File: config.mk
export PLATFORM = sky130hd
export DESIGN_NAME = bus_agents_flat
export DESIGN_NICKNAME = d
export VERILOG_FILES = /design/src/hw/xbar_pkg.sv /design/src/hw/bus_link.sv /design/src/hw/bus_agents.sv /design/src/flat_wrapper.sv
export SDC_FILE = /design/constraint.sdc
export NUM_CORES = 2
export LEC_CHECK = 0
export BUFFER_PORTS_ARGS = -buffer_cell sky130_fd_sc_hd__buf_2
export CAP_MARGIN = 10
export CORE_MARGIN = 2
export CORE_UTILIZATION = 53
export DETAILED_ROUTE_END_ITERATION = 7
export PLACE_DENSITY = 0.72
export SLEW_MARGIN = 20
export SYNTH_ARGS = -nofsm -noshare
export SYNTH_HDL_FRONTEND = slang
export SYNTH_SLANG_ARGS = --single-unit
export TNS_END_PERCENT = 20
File: constraint.sdc
create_clock -name MCLK_IN -period 3.1 [get_ports MCLK_IN]
set_input_delay 0.155 -clock MCLK_IN [delete_from_list [all_inputs] [get_ports MCLK_IN]]
set_output_delay 0.155 -clock MCLK_IN [all_outputs]
set_load 0.01 [all_outputs]
File: src/hw/xbar_pkg.sv
// Shared constants, types and helper functions for the crossbar system
package xbar_pkg;

    // Port counts and path widths (data may be set to 8, 16, 32 or 64)
    localparam int NUM_M     = 2;
    localparam int NUM_S     = 2;
    localparam int DAT_W     = 32;
    localparam int ADR_W     = 32;
    localparam int SEL_W     = DAT_W / 8;
    localparam int TAG_W     = 1;
    localparam int SID_W     = 1;
    localparam int MIDX_W    = 1;
    localparam int CNT_W     = 2;

    // Example slave memory and timing
    localparam int MEM_DEPTH = 16;
    localparam int MIDX_LO   = 2;
    localparam int MEM_IDX_W = 4;
    localparam logic [3:0]       SLV_WAIT = 4'h1;
    localparam logic [ADR_W-1:0] ADR_STEP = 32'h0000_0004;

    // Values after reset
    localparam logic [ADR_W-1:0] ADR_RST  = 32'h0000_0000;
    localparam logic [DAT_W-1:0] DAT_RST  = 32'h0000_0000;

    // Transfer outcome reported to the user
    localparam logic [1:0] ST_OK  = 2'h0;
    localparam logic [1:0] ST_ERR = 2'h1;
    localparam logic [1:0] ST_RTY = 2'h2;

    typedef enum logic [1:0] {
        M_IDLE  = 2'b01,
        M_PHASE = 2'b10
    } mstate_t;

    // Slave index is taken from the top address bits
    function automatic logic [SID_W-1:0] slave_of(
        input logic [ADR_W-1:0] adr);
        return adr[ADR_W-1 -: SID_W];
    endfunction

    function automatic logic [MEM_IDX_W-1:0] word_idx(
        input logic [ADR_W-1:0] adr);
        return adr[MIDX_LO +: MEM_IDX_W];
    endfunction

    function automatic logic in_range(input logic [ADR_W-1:0] adr);
        return adr[ADR_W-SID_W-1 : MIDX_LO+MEM_IDX_W] == '0;
    endfunction

endpackage

File: src/hw/bus_link.sv
// Wiring between the crossbar fabric and the master and slave cores
`timescale 1ns/1ns
interface bus_link;
    import xbar_pkg::*;

    // Master ports
    logic [NUM_M-1:0] m_cyc;
    logic [NUM_M-1:0] m_stb;
    logic [NUM_M-1:0] m_we;
    logic [NUM_M-1:0] m_ack;
    logic [NUM_M-1:0] m_err;
    logic [NUM_M-1:0] m_rty;
    logic [ADR_W-1:0] m_adr  [NUM_M];
    logic [DAT_W-1:0] m_wdat [NUM_M];
    logic [DAT_W-1:0] m_rdat [NUM_M];
    logic [SEL_W-1:0] m_sel  [NUM_M];
    logic [TAG_W-1:0] m_tag  [NUM_M];

    // Slave ports
    logic [NUM_S-1:0] s_cyc;
    logic [NUM_S-1:0] s_stb;
    logic [NUM_S-1:0] s_we;
    logic [NUM_S-1:0] s_ack;
    logic [NUM_S-1:0] s_err;
    logic [NUM_S-1:0] s_rty;
    logic [ADR_W-1:0] s_adr  [NUM_S];
    logic [DAT_W-1:0] s_wdat [NUM_S];
    logic [DAT_W-1:0] s_rdat [NUM_S];
    logic [SEL_W-1:0] s_sel  [NUM_S];
    logic [TAG_W-1:0] s_tag  [NUM_S];

    modport fabric (
        input  m_cyc, m_stb, m_we, m_adr, m_wdat, m_sel, m_tag,
        output m_ack, m_err, m_rty, m_rdat,
        output s_cyc, s_stb, s_we, s_adr, s_wdat, s_sel, s_tag,
        input  s_ack, s_err, s_rty, s_rdat
    );

    modport agents (
        output m_cyc, m_stb, m_we, m_adr, m_wdat, m_sel, m_tag,
        input  m_ack, m_err, m_rty, m_rdat,
        input  s_cyc, s_stb, s_we, s_adr, s_wdat, s_sel, s_tag,
        output s_ack, s_err, s_rty, s_rdat
    );

endinterface

File: src/hw/bus_agents.sv
// Master and slave cores that sit on the far side of the crossbar
`timescale 1ns/1ns
module bus_agents (
    // Clock and reset
    input  wire logic                                   MCLK_IN,
    input  wire logic                                   SYS_RST_IN,
    // Master and slave ports
    bus_link.agents                                     BUS,
    // Master commands
    input  wire logic [xbar_pkg::NUM_M-1:0]             CMD_GO_IN,
    input  wire logic [xbar_pkg::NUM_M-1:0]             CMD_WE_IN,
    input  wire logic [xbar_pkg::NUM_M-1:0]             CMD_RMW_IN,
    input  wire logic [xbar_pkg::NUM_M-1:0][3:0]        CMD_LEN_IN,
    input  wire logic [xbar_pkg::NUM_M-1:0]
                      [xbar_pkg::ADR_W-1:0]             CMD_ADR_IN,
    input  wire logic [xbar_pkg::NUM_M-1:0]
                      [xbar_pkg::DAT_W-1:0]             CMD_WDAT_IN,
    input  wire logic [xbar_pkg::NUM_M-1:0]
                      [xbar_pkg::SEL_W-1:0]             CMD_SEL_IN,
    input  wire logic [xbar_pkg::NUM_M-1:0]
                      [xbar_pkg::TAG_W-1:0]             CMD_TAG_IN,
    // Master results
    output logic      [xbar_pkg::NUM_M-1:0]             DONE_OUT,
    output logic      [xbar_pkg::NUM_M-1:0][1:0]        STATUS_OUT,
    output logic      [xbar_pkg::NUM_M-1:0]
                      [xbar_pkg::DAT_W-1:0]             RDAT_OUT,
    // Slave control
    input  wire logic [xbar_pkg::NUM_S-1:0]             SLV_RETRY_IN
);
    import xbar_pkg::*;

    mstate_t          mstate_q [NUM_M];
    logic [3:0]       left_q   [NUM_M];
    logic [NUM_M-1:0] rmw_q;
    logic [DAT_W-1:0] mem_q    [NUM_S][MEM_DEPTH];
    logic [3:0]       wait_q   [NUM_S];
    logic [NUM_S-1:0] take;
    logic [NUM_S-1:0] fire;

    ////////////////////////////////////////////////////////////////////
    // Masters

    // Strobe stays up from phase to phase; the fabric ignores it in
    // the cycle its answer is presented
    always_ff @(posedge MCLK_IN) begin
        if (SYS_RST_IN) begin
            BUS.m_cyc  <= '0;
            BUS.m_stb  <= '0;
            BUS.m_we   <= '0;
            rmw_q      <= '0;
            DONE_OUT   <= '0;
            for (int m = 0; m < NUM_M; m++) begin
                mstate_q[m]    <= M_IDLE;
                left_q[m]      <= '0;
                BUS.m_adr[m]   <= ADR_RST;
                BUS.m_wdat[m]  <= DAT_RST;
                BUS.m_sel[m]   <= '0;
                BUS.m_tag[m]   <= '0;
                STATUS_OUT[m]  <= ST_OK;
                RDAT_OUT[m]    <= DAT_RST;
            end
        end else begin
            for (int m = 0; m < NUM_M; m++) begin
                DONE_OUT[m] <= 1'b0;
                case (mstate_q[m])
                    M_IDLE: begin
                        if (CMD_GO_IN[m]) begin
                            BUS.m_cyc[m]  <= 1'b1;
                            BUS.m_stb[m]  <= 1'b1;
                            BUS.m_we[m]   <= CMD_WE_IN[m] && !CMD_RMW_IN[m];
                            BUS.m_adr[m]  <= CMD_ADR_IN[m];
                            BUS.m_wdat[m] <= CMD_WDAT_IN[m];
                            BUS.m_sel[m]  <= CMD_SEL_IN[m];
                            BUS.m_tag[m]  <= CMD_TAG_IN[m];
                            rmw_q[m]      <= CMD_RMW_IN[m];
                            if (CMD_RMW_IN[m]) begin
                                left_q[m] <= 4'h1;
                            end else if (CMD_LEN_IN[m] == 4'h0) begin
                                left_q[m] <= 4'h0;
                            end else begin
                                left_q[m] <= CMD_LEN_IN[m] - 4'h1;
                            end
                            mstate_q[m] <= M_PHASE;
                        end
                    end
                    M_PHASE: begin
                        if (BUS.m_ack[m] | BUS.m_err[m] | BUS.m_rty[m]) begin
                            if (!BUS.m_we[m]) begin
                                RDAT_OUT[m] <= BUS.m_rdat[m];
                            end
                            if (BUS.m_err[m] || BUS.m_rty[m] ||
                                left_q[m] == 4'h0) begin
                                BUS.m_cyc[m] <= 1'b0;
                                BUS.m_stb[m] <= 1'b0;
                                DONE_OUT[m]  <= 1'b1;
                                STATUS_OUT[m] <= BUS.m_err[m] ? ST_ERR :
                                    (BUS.m_rty[m] ? ST_RTY : ST_OK);
                                mstate_q[m]  <= M_IDLE;
                            end else begin
                                left_q[m] <= left_q[m] - 4'h1;
                                if (rmw_q[m]) begin
                                    BUS.m_we[m] <= 1'b1;
                                end else begin
                                    BUS.m_adr[m] <= BUS.m_adr[m] + ADR_STEP;
                                end
                            end
                        end
                    end
                    default: begin
                        mstate_q[m] <= M_IDLE;
                    end
                endcase
            end
        end
    end

    ////////////////////////////////////////////////////////////////////
    // Slaves

    // Fire once the wait states are spent; take means store a write
    always_comb begin
        for (int s = 0; s < NUM_S; s++) begin
            fire[s] = BUS.s_cyc[s] && BUS.s_stb[s] &&
                !(BUS.s_ack[s] | BUS.s_err[s] | BUS.s_rty[s]) &&
                wait_q[s] == SLV_WAIT;
            take[s] = fire[s] && !SLV_RETRY_IN[s] &&
                in_range(BUS.s_adr[s]) && BUS.s_we[s];
        end
    end

    always_ff @(posedge MCLK_IN) begin
        if (SYS_RST_IN) begin
            BUS.s_ack <= '0;
            BUS.s_err <= '0;
            BUS.s_rty <= '0;
            for (int s = 0; s < NUM_S; s++) begin
                wait_q[s]     <= '0;
                BUS.s_rdat[s] <= DAT_RST;
            end
        end else begin
            for (int s = 0; s < NUM_S; s++) begin
                BUS.s_ack[s] <= 1'b0;
                BUS.s_err[s] <= 1'b0;
                BUS.s_rty[s] <= 1'b0;
                if (fire[s]) begin
                    wait_q[s] <= '0;
                    if (SLV_RETRY_IN[s]) begin
                        BUS.s_rty[s] <= 1'b1;
                    end else if (!in_range(BUS.s_adr[s])) begin
                        BUS.s_err[s] <= 1'b1;
                    end else begin
                        BUS.s_ack[s]  <= 1'b1;
                        BUS.s_rdat[s] <=
                            mem_q[s][word_idx(BUS.s_adr[s])];
                    end
                end else if (BUS.s_cyc[s] && BUS.s_stb[s] &&
                             !(BUS.s_ack[s] | BUS.s_err[s] |
                               BUS.s_rty[s])) begin
                    wait_q[s] <= wait_q[s] + 4'h1;
                end else begin
                    wait_q[s] <= '0;
                end
            end
        end
    end

    // Write data lands in the same edge that raises the acknowledge
    always_ff @(posedge MCLK_IN) begin
        for (int s = 0; s < NUM_S; s++) begin
            for (int b = 0; b < SEL_W; b++) begin
                if (take[s] && BUS.s_sel[s][b]) begin
                    mem_q[s][word_idx(BUS.s_adr[s])][8*b +: 8] <=
                        BUS.s_wdat[s][8*b +: 8];
                end
            end
        end
    end

endmodule

File: src/flat_wrapper.sv
// flat-port wrapper written by rule: the top's interface ports become plain ports
module bus_agents_flat import xbar_pkg::*;
  (MCLK_IN, SYS_RST_IN, CMD_GO_IN, CMD_WE_IN, CMD_RMW_IN, CMD_LEN_IN, CMD_ADR_IN, CMD_WDAT_IN, CMD_SEL_IN, CMD_TAG_IN, DONE_OUT, STATUS_OUT, RDAT_OUT, SLV_RETRY_IN, BUS_m_cyc, BUS_m_stb, BUS_m_we, BUS_m_adr, BUS_m_wdat, BUS_m_sel, BUS_m_tag, BUS_m_ack, BUS_m_err, BUS_m_rty, BUS_m_rdat, BUS_s_cyc, BUS_s_stb, BUS_s_we, BUS_s_adr, BUS_s_wdat, BUS_s_sel, BUS_s_tag, BUS_s_ack, BUS_s_err, BUS_s_rty, BUS_s_rdat);
  bus_link BUS_i ();
  input  wire logic MCLK_IN;
  input  wire logic SYS_RST_IN;
  input  wire logic [xbar_pkg::NUM_M-1:0] CMD_GO_IN;
  input  wire logic [xbar_pkg::NUM_M-1:0] CMD_WE_IN;
  input  wire logic [xbar_pkg::NUM_M-1:0] CMD_RMW_IN;
  input  wire logic [xbar_pkg::NUM_M-1:0][3:0] CMD_LEN_IN;
  input  wire logic [xbar_pkg::NUM_M-1:0]
                      [xbar_pkg::ADR_W-1:0] CMD_ADR_IN;
  input  wire logic [xbar_pkg::NUM_M-1:0]
                      [xbar_pkg::DAT_W-1:0] CMD_WDAT_IN;
  input  wire logic [xbar_pkg::NUM_M-1:0]
                      [xbar_pkg::SEL_W-1:0] CMD_SEL_IN;
  input  wire logic [xbar_pkg::NUM_M-1:0]
                      [xbar_pkg::TAG_W-1:0] CMD_TAG_IN;
  output logic      [xbar_pkg::NUM_M-1:0] DONE_OUT;
  output logic      [xbar_pkg::NUM_M-1:0][1:0] STATUS_OUT;
  output logic      [xbar_pkg::NUM_M-1:0]
                      [xbar_pkg::DAT_W-1:0] RDAT_OUT;
  input  wire logic [xbar_pkg::NUM_S-1:0] SLV_RETRY_IN;
  output wire logic [$bits(BUS_i.m_cyc)-1:0] BUS_m_cyc;
  output wire logic [$bits(BUS_i.m_stb)-1:0] BUS_m_stb;
  output wire logic [$bits(BUS_i.m_we)-1:0] BUS_m_we;
  output wire logic [$bits(BUS_i.m_adr)-1:0] BUS_m_adr;
  output wire logic [$bits(BUS_i.m_wdat)-1:0] BUS_m_wdat;
  output wire logic [$bits(BUS_i.m_sel)-1:0] BUS_m_sel;
  output wire logic [$bits(BUS_i.m_tag)-1:0] BUS_m_tag;
  input wire logic [$bits(BUS_i.m_ack)-1:0] BUS_m_ack;
  input wire logic [$bits(BUS_i.m_err)-1:0] BUS_m_err;
  input wire logic [$bits(BUS_i.m_rty)-1:0] BUS_m_rty;
  input wire logic [$bits(BUS_i.m_rdat)-1:0] BUS_m_rdat;
  input wire logic [$bits(BUS_i.s_cyc)-1:0] BUS_s_cyc;
  input wire logic [$bits(BUS_i.s_stb)-1:0] BUS_s_stb;
  input wire logic [$bits(BUS_i.s_we)-1:0] BUS_s_we;
  input wire logic [$bits(BUS_i.s_adr)-1:0] BUS_s_adr;
  input wire logic [$bits(BUS_i.s_wdat)-1:0] BUS_s_wdat;
  input wire logic [$bits(BUS_i.s_sel)-1:0] BUS_s_sel;
  input wire logic [$bits(BUS_i.s_tag)-1:0] BUS_s_tag;
  output wire logic [$bits(BUS_i.s_ack)-1:0] BUS_s_ack;
  output wire logic [$bits(BUS_i.s_err)-1:0] BUS_s_err;
  output wire logic [$bits(BUS_i.s_rty)-1:0] BUS_s_rty;
  output wire logic [$bits(BUS_i.s_rdat)-1:0] BUS_s_rdat;
  assign BUS_m_cyc = BUS_i.m_cyc;
  assign BUS_m_stb = BUS_i.m_stb;
  assign BUS_m_we = BUS_i.m_we;
  assign BUS_m_adr = {>>{BUS_i.m_adr}};
  assign BUS_m_wdat = {>>{BUS_i.m_wdat}};
  assign BUS_m_sel = {>>{BUS_i.m_sel}};
  assign BUS_m_tag = {>>{BUS_i.m_tag}};
  assign BUS_i.m_ack = BUS_m_ack;
  assign BUS_i.m_err = BUS_m_err;
  assign BUS_i.m_rty = BUS_m_rty;
  assign BUS_i.m_rdat = {>>{BUS_m_rdat}};
  assign BUS_i.s_cyc = BUS_s_cyc;
  assign BUS_i.s_stb = BUS_s_stb;
  assign BUS_i.s_we = BUS_s_we;
  assign BUS_i.s_adr = {>>{BUS_s_adr}};
  assign BUS_i.s_wdat = {>>{BUS_s_wdat}};
  assign BUS_i.s_sel = {>>{BUS_s_sel}};
  assign BUS_i.s_tag = {>>{BUS_s_tag}};
  assign BUS_s_ack = BUS_i.s_ack;
  assign BUS_s_err = BUS_i.s_err;
  assign BUS_s_rty = BUS_i.s_rty;
  assign BUS_s_rdat = {>>{BUS_i.s_rdat}};
  bus_agents u_core (.MCLK_IN(MCLK_IN), .SYS_RST_IN(SYS_RST_IN), .BUS(BUS_i), .CMD_GO_IN(CMD_GO_IN), .CMD_WE_IN(CMD_WE_IN), .CMD_RMW_IN(CMD_RMW_IN), .CMD_LEN_IN(CMD_LEN_IN), .CMD_ADR_IN(CMD_ADR_IN), .CMD_WDAT_IN(CMD_WDAT_IN), .CMD_SEL_IN(CMD_SEL_IN), .CMD_TAG_IN(CMD_TAG_IN), .DONE_OUT(DONE_OUT), .STATUS_OUT(STATUS_OUT), .RDAT_OUT(RDAT_OUT), .SLV_RETRY_IN(SLV_RETRY_IN));
endmodule
Yosys cells after proc, flatten, opt, wreduce, memory -nomap -nowiden --
Memories as Yosys holds them, arrays and structs flattened. Index checks and enable logic that the tools add are counted.
Storage, ports and cells: memory bits (writable) 1044, bits in latches 0, ROM bits 0, logic and storage cells 6491, input bits 370, output and inout bits 284, memories kept 4, register bits 284
Cells by class: reduce and logical (&&, ||, !) cells 62, magnitude comparators 4, bitwise logic cells 3108, add/sub/neg operators 8, shift-type cells 0, equal/unequal tests 18, multiply operators 0, div/mod/pow operators 0, mux-type cells 3260
Memory list:
- u_core.mem_q | words 2, bits a word 512, read ports 2, clocked after memory_dff 0, wr ports 2, line bus_agents.sv:35 | logic [DAT_W-1:0] mem_q [NUM_S][MEM_DEPTH];
- u_core.left_q | words 2, bits a word 4, read ports 2, clocked after memory_dff 0, wr ports 2, line bus_agents.sv:33 | logic [3:0] left_q [NUM_M];
- u_core.wait_q | words 2, bits a word 4, read ports 2, clocked after memory_dff 0, wr ports 2, line bus_agents.sv:36 | logic [3:0] wait_q [NUM_S];
- u_core.mstate_q | words 2, bits a word 2, read ports 2, clocked after memory_dff 0, wr ports 2, line bus_agents.sv:32 | mstate_t mstate_q [NUM_M];
Operator list (count):
- 2-to-1 mux 512 bit | 8
- 2-to-1 mux 1 bit | 3192
- bitwise OR 1 bit | 3100
- demux 32 bit (select 4 bit) | 8
- 2-to-1 mux 32 bit | 14
- binary-select mux 32 bit (select 4 bit) | 2
- one-hot mux 32 bit (2 select lines) | 2
- adder 32 x 3 -> 32 bit, second input constant | 2
- 2-to-1 mux 4 bit | 14
- logical NOT 25 bit | 2
- 2-to-1 mux 24 bit | 2
- 2-to-1 mux 16 bit | 2
- logical AND 1 bit | 24
- 2-to-1 mux 2 bit | 10
- AND reduction 5 bit | 4
- AND reduction 3 bit | 6
- logical NOT 4 bit | 4
- 2-to-1 mux 8 bit | 2
- subtractor 4 x 1 -> 4 bit, second input constant | 4
- inequality test 2 x 1 -> 1 bit, second input constant | 6
- inequality test 2 bit, second input constant | 6
- >= comparator 5 bit, second input constant | 2
- < comparator 5 x 1 -> 1 bit, second input constant | 2
- inverter 4 -> 5 bit | 2
- other kinds (13) | 40

Depth between registers and ports, before layout --
word-level depth 14, gate-level depth with buffers 10, depth with buffers taken out 7

Worst setup path after synthesis --
Ideal clock, no wire load.
path type register to register, start point memory u_core.wait_q[0][1], end point memory u_core.mem_q[0][256] in the netlist's numbering (enable), clock period less this slack 2542 ps, setup time 370 ps, arrival 2172 ps, setup slack 558 ps, stages on the path, launching flop included 9, path through edfxtp_1 -> inv_1 -> ha_1 -> nor4b_1 -> nand3_1 -> nor4_1 -> nand2_1 -> clkbuf_1 -> nor2_1
RTL lines (line):
- start: declaration | bus_agents.sv:36
- end: declaration | bus_agents.sv:35

==> results.ini <==
[run_status]
status = finished, final reports clean

[worst_setup_path]
worstPathArrival_ns = 3.67
critPathCaptureType = flip-flop
reg2reg_setup_slack_ns = 0.12
start_kind = flip-flop
r2r_start = u_core.mstate_q[1][0]
critPathMaxFanout = 32
worst_r2r_path_depth = 8
regToRegEndpoint = u_core.RDAT_OUT[35]
critPathKind = reg2reg
worst_ep_required_time_ns = 3.79

[grt]
grt_busiest_layer = met2
gr-usage-all-layers_pct = 30.5
grt_pass1_wl_mm = 224
grt_start_max_net_pins = 64
grt-ovfl-total = 0
grt_pass1_vias = 35222
met3_usage_pct = 10.1
antenna_found_initial = 33
use_met1_pct = 39.5
met2_usage_pct = 47.1

[clock_network]
cts-htree-levels = 4
clockBufferDepth = 3
cts_tree = built
clock_sinks = 1328
insertion_delay_ns = 0.74
postCtsSetupBuffers = 0
cts_buffers = 136
root_buffer = clkbuf_16
clk_pin_slew_ns = 0.06

[cells_and_area]
drive_above_1_share_pct = 30.0
final_nets = 4816
fillers = 6373
area_growth_syn_to_layout_pct = 26.6

[yosys]
yosys.area.top_type = edfxtp_1
async_flop_share_pct = 0
syn_inst = 3287
synthXorXnorAreaFrac_pct = 0.187
synth_mux_area_share_pct = 11.3
synth_top_family_by_area = multiplexers
syn_area_sq_mm = 0.0516
synth-seq-cells = 1328
synth_ff_type = edfxtp_1
synth-edff-count = 1042
synth_compound_area_share_pct = 7.09
ys_types = 75
synth_simple_gate_area_share_pct = 7.45
yosysTopAreaCellShare_pct = 60.6
synth_warnings = 0
synthTopCellsByArea = edfxtp_1 61%, mux4_2 11%, dfxtp_1 11%
postSynthAreaPerCell_sq_um = 15.7
yosys.area_share.adder_pct = 0.412
yosysSeqAreaShare_pct = 71.7

[timing]
setup_slack_ns = 0.121
fin_skew_ns = 0.0446
slew_headroom_pct = 26.1
fmax_mhz = 336
worst_pin_slew_ns = 1.11
rsz0062_at_grt = yes
finalMaxSlewViolations = 0
period_needed_ns = 2.98
setup_viol = 0
hold_violations = 0
fin_setup_tns_ns = 0
fin_crit_sh_pct = 96.1

[power]
powerDensity_mw_per_mm2 = 644
peakVddDrop_v = 0.000553
p_leak_nw = 23.5

[die]
dieHeight_um = 316
io_pins = 654
coreArea_sq_mm = 0.0966
rows = 114
die_w_um = 316
die-area_sq_mm = 0.0999
start_util_pct = 53.4

[min_path]
hold_class = in2reg
whs_path_depth = 4
hold_end = u_core.mstate_q[1][0]
hold_start = BUS_m_ack[1]

[placed_design]
place_worst_setup_slack_ns = 0.220
hpwl_mm = 103
place_congestion = 0.933
io_buffers = 645

[route]
route.detailed.drc = 0
avgRoutedWirePerCell_um = 26.7
via_per_inst = 6.08
firstDrtPassIters = 6
routed-via-count = 35464
first_iter_violations = 4998
postRouteAntennaNets = 0
wl_mm = 156

[job]
maxCapViolCount = 0

## power breakdown
| part | total [mW] | internal, mW | switching, mW |
|---|---|---|---|
| clock network | 16.1 | 9.20 | 6.90 |
| logic | 5.54 | 2.11 | 3.43 |
| registers | 20.4 | 19.8 | 0.671 |
## layout make-up
type | instances | area (sq um) | area share, %
multi-input cells | 1731 | 13800 | 21.1
diodes | 23 | 57.6 | 0.0881
clock buffers | 184 | 3770 | 5.77
flip-flops and latches | 1328 | 37000 | 56.6
repair buffers | 1196 | 8360 | 12.8
inverters | 36 | 135 | 0.207
well taps | 1276 | 1600 | 2.44
clock inverters | 62 | 642 | 0.982
## worst max-delay path, cell delays in order, from the launching register on
cell	delay [ns]
dfxtp_1	0.31
inv_1	0.08
ha_2	0.45
inv_1	0.41
nor3_2	0.25
buf_4	0.34
nand2_1	0.29
a21oi_1	0.22
dlygate4sd3_1	0.57
## kinds of logic after synthesis
| family | count (synthesis) |
|---|---|
| AO/OA/AOI/OAI | 552 |
| XOR/XNOR | 11 |
| adder cells (fa/ha/maj) | 17 |
| buffers and inverters | 235 |
| flip-flops | 1328 |
| multiplexers | 264 |
| other | 1 |
| AND/OR/NAND/NOR | 879 |
## cells in the mapped netlist, types with 9 or more instances
cell      count
clkbuf_1    154
nor3_1       44
nand4_1      23
inv_1        36
a31oi_1       9
nand3_1      47
nand2_1     448
a22oi_1     134
a311oi_1      9
nor2b_1      19
ha_1         17
a22o_1       66
nor4_1       28
edfxtp_1   1042
mux4_2      256
a21oi_1     198
nor2_1      199
a211oi_1     17
dfxtp_1     286
o21ai_0      51
buf_2        11
buf_1        27
## how the worst max path moves through the flow
stage,startpoint,depth (start not counted),endpoint,slack (ns)
5_1_grt,u_core.mstate_q[1][0],8,u_core.RDAT_OUT[35],-0.003
3_5_place_dp,u_core.wait_q[1][1],9,u_core.mem_q[1][121],0.22
2_1_floorplan,u_core.wait_q[0][1],8,u_core.mem_q[0][256],0.56
6_report,u_core.mstate_q[1][0],8,u_core.RDAT_OUT[35],0.12
4_1_cts,u_core.wait_q[1][1],9,u_core.mem_q[1][185],0.14
3_3_place_gp,u_core.wait_q[1][1],10,u_core.mem_q[1][321],0.32
## metrics by stage
stage	total power [mW]	hold WS, ns	std cells	area [sq um]	util [%]
global placement	25.6	0.393	5237	57600	59.6
floorplan	23.3	0.234	3294	51600	-
detailed placement	25.7	0.391	5237	57600	59.6
finish	42.1	0.0604	5836	65400	67.7
global route	43.3	0.0530	5825	65300	67.7
CTS	42.0	0.0156	5813	65300	67.6
## cells in the final DEF (no fill, tap or decap), types with 25 or more instances in the layout
cell | synthesis | layout
buf_4 | 3 | 212
nand3_1 | 47 | 47
a22o_1 | 66 | 66
nor3_1 | 44 | 43
a22oi_1 | 134 | 134
buf_2 | 11 | 640
a21oi_1 | 198 | 198
nand2_1 | 448 | 444
nor4_1 | 28 | 25
dlygate4sd3_1 | 0 | 330
edfxtp_1 | 1042 | 1042
o21ai_0 | 51 | 51
clkbuf_16 | 0 | 140
dfxtp_1 | 286 | 286
inv_1 | 36 | 36
mux4_2 | 256 | 256
clkbuf_1 | 154 | 34
nor2_1 | 199 | 193
## layer usage
metal / wire length (um) / up-vias
li1: - / 15132
met1: 57300 / 17697
met3: 17600 / 510
met5: 385 / -
met4: 7550 / 36
met2: 73000 / 2089
## what timing repair did
action | 4_1_cts | 5_1_grt
resized for setup | 0 | 2
setup endpoints to repair | 0 | 142
hold buffers | 330 | 0
hold endpoints to repair | 1257 | 0
## flip-flops by register name (all words and copies together) (netlist names), 8 cells and up
| name | flops |
|---|---|
| u_core.mem_q | 1024 |
| u_core.BUS.m_adr | 64 |
| u_core.BUS.m_wdat | 64 |
| u_core.BUS.s_rdat | 64 |
| u_core.RDAT_OUT | 64 |
| u_core.BUS.m_sel | 8 |
| u_core.left_q | 8 |
| u_core.wait_q | 8 |
(Power assumes the default switching activity.)
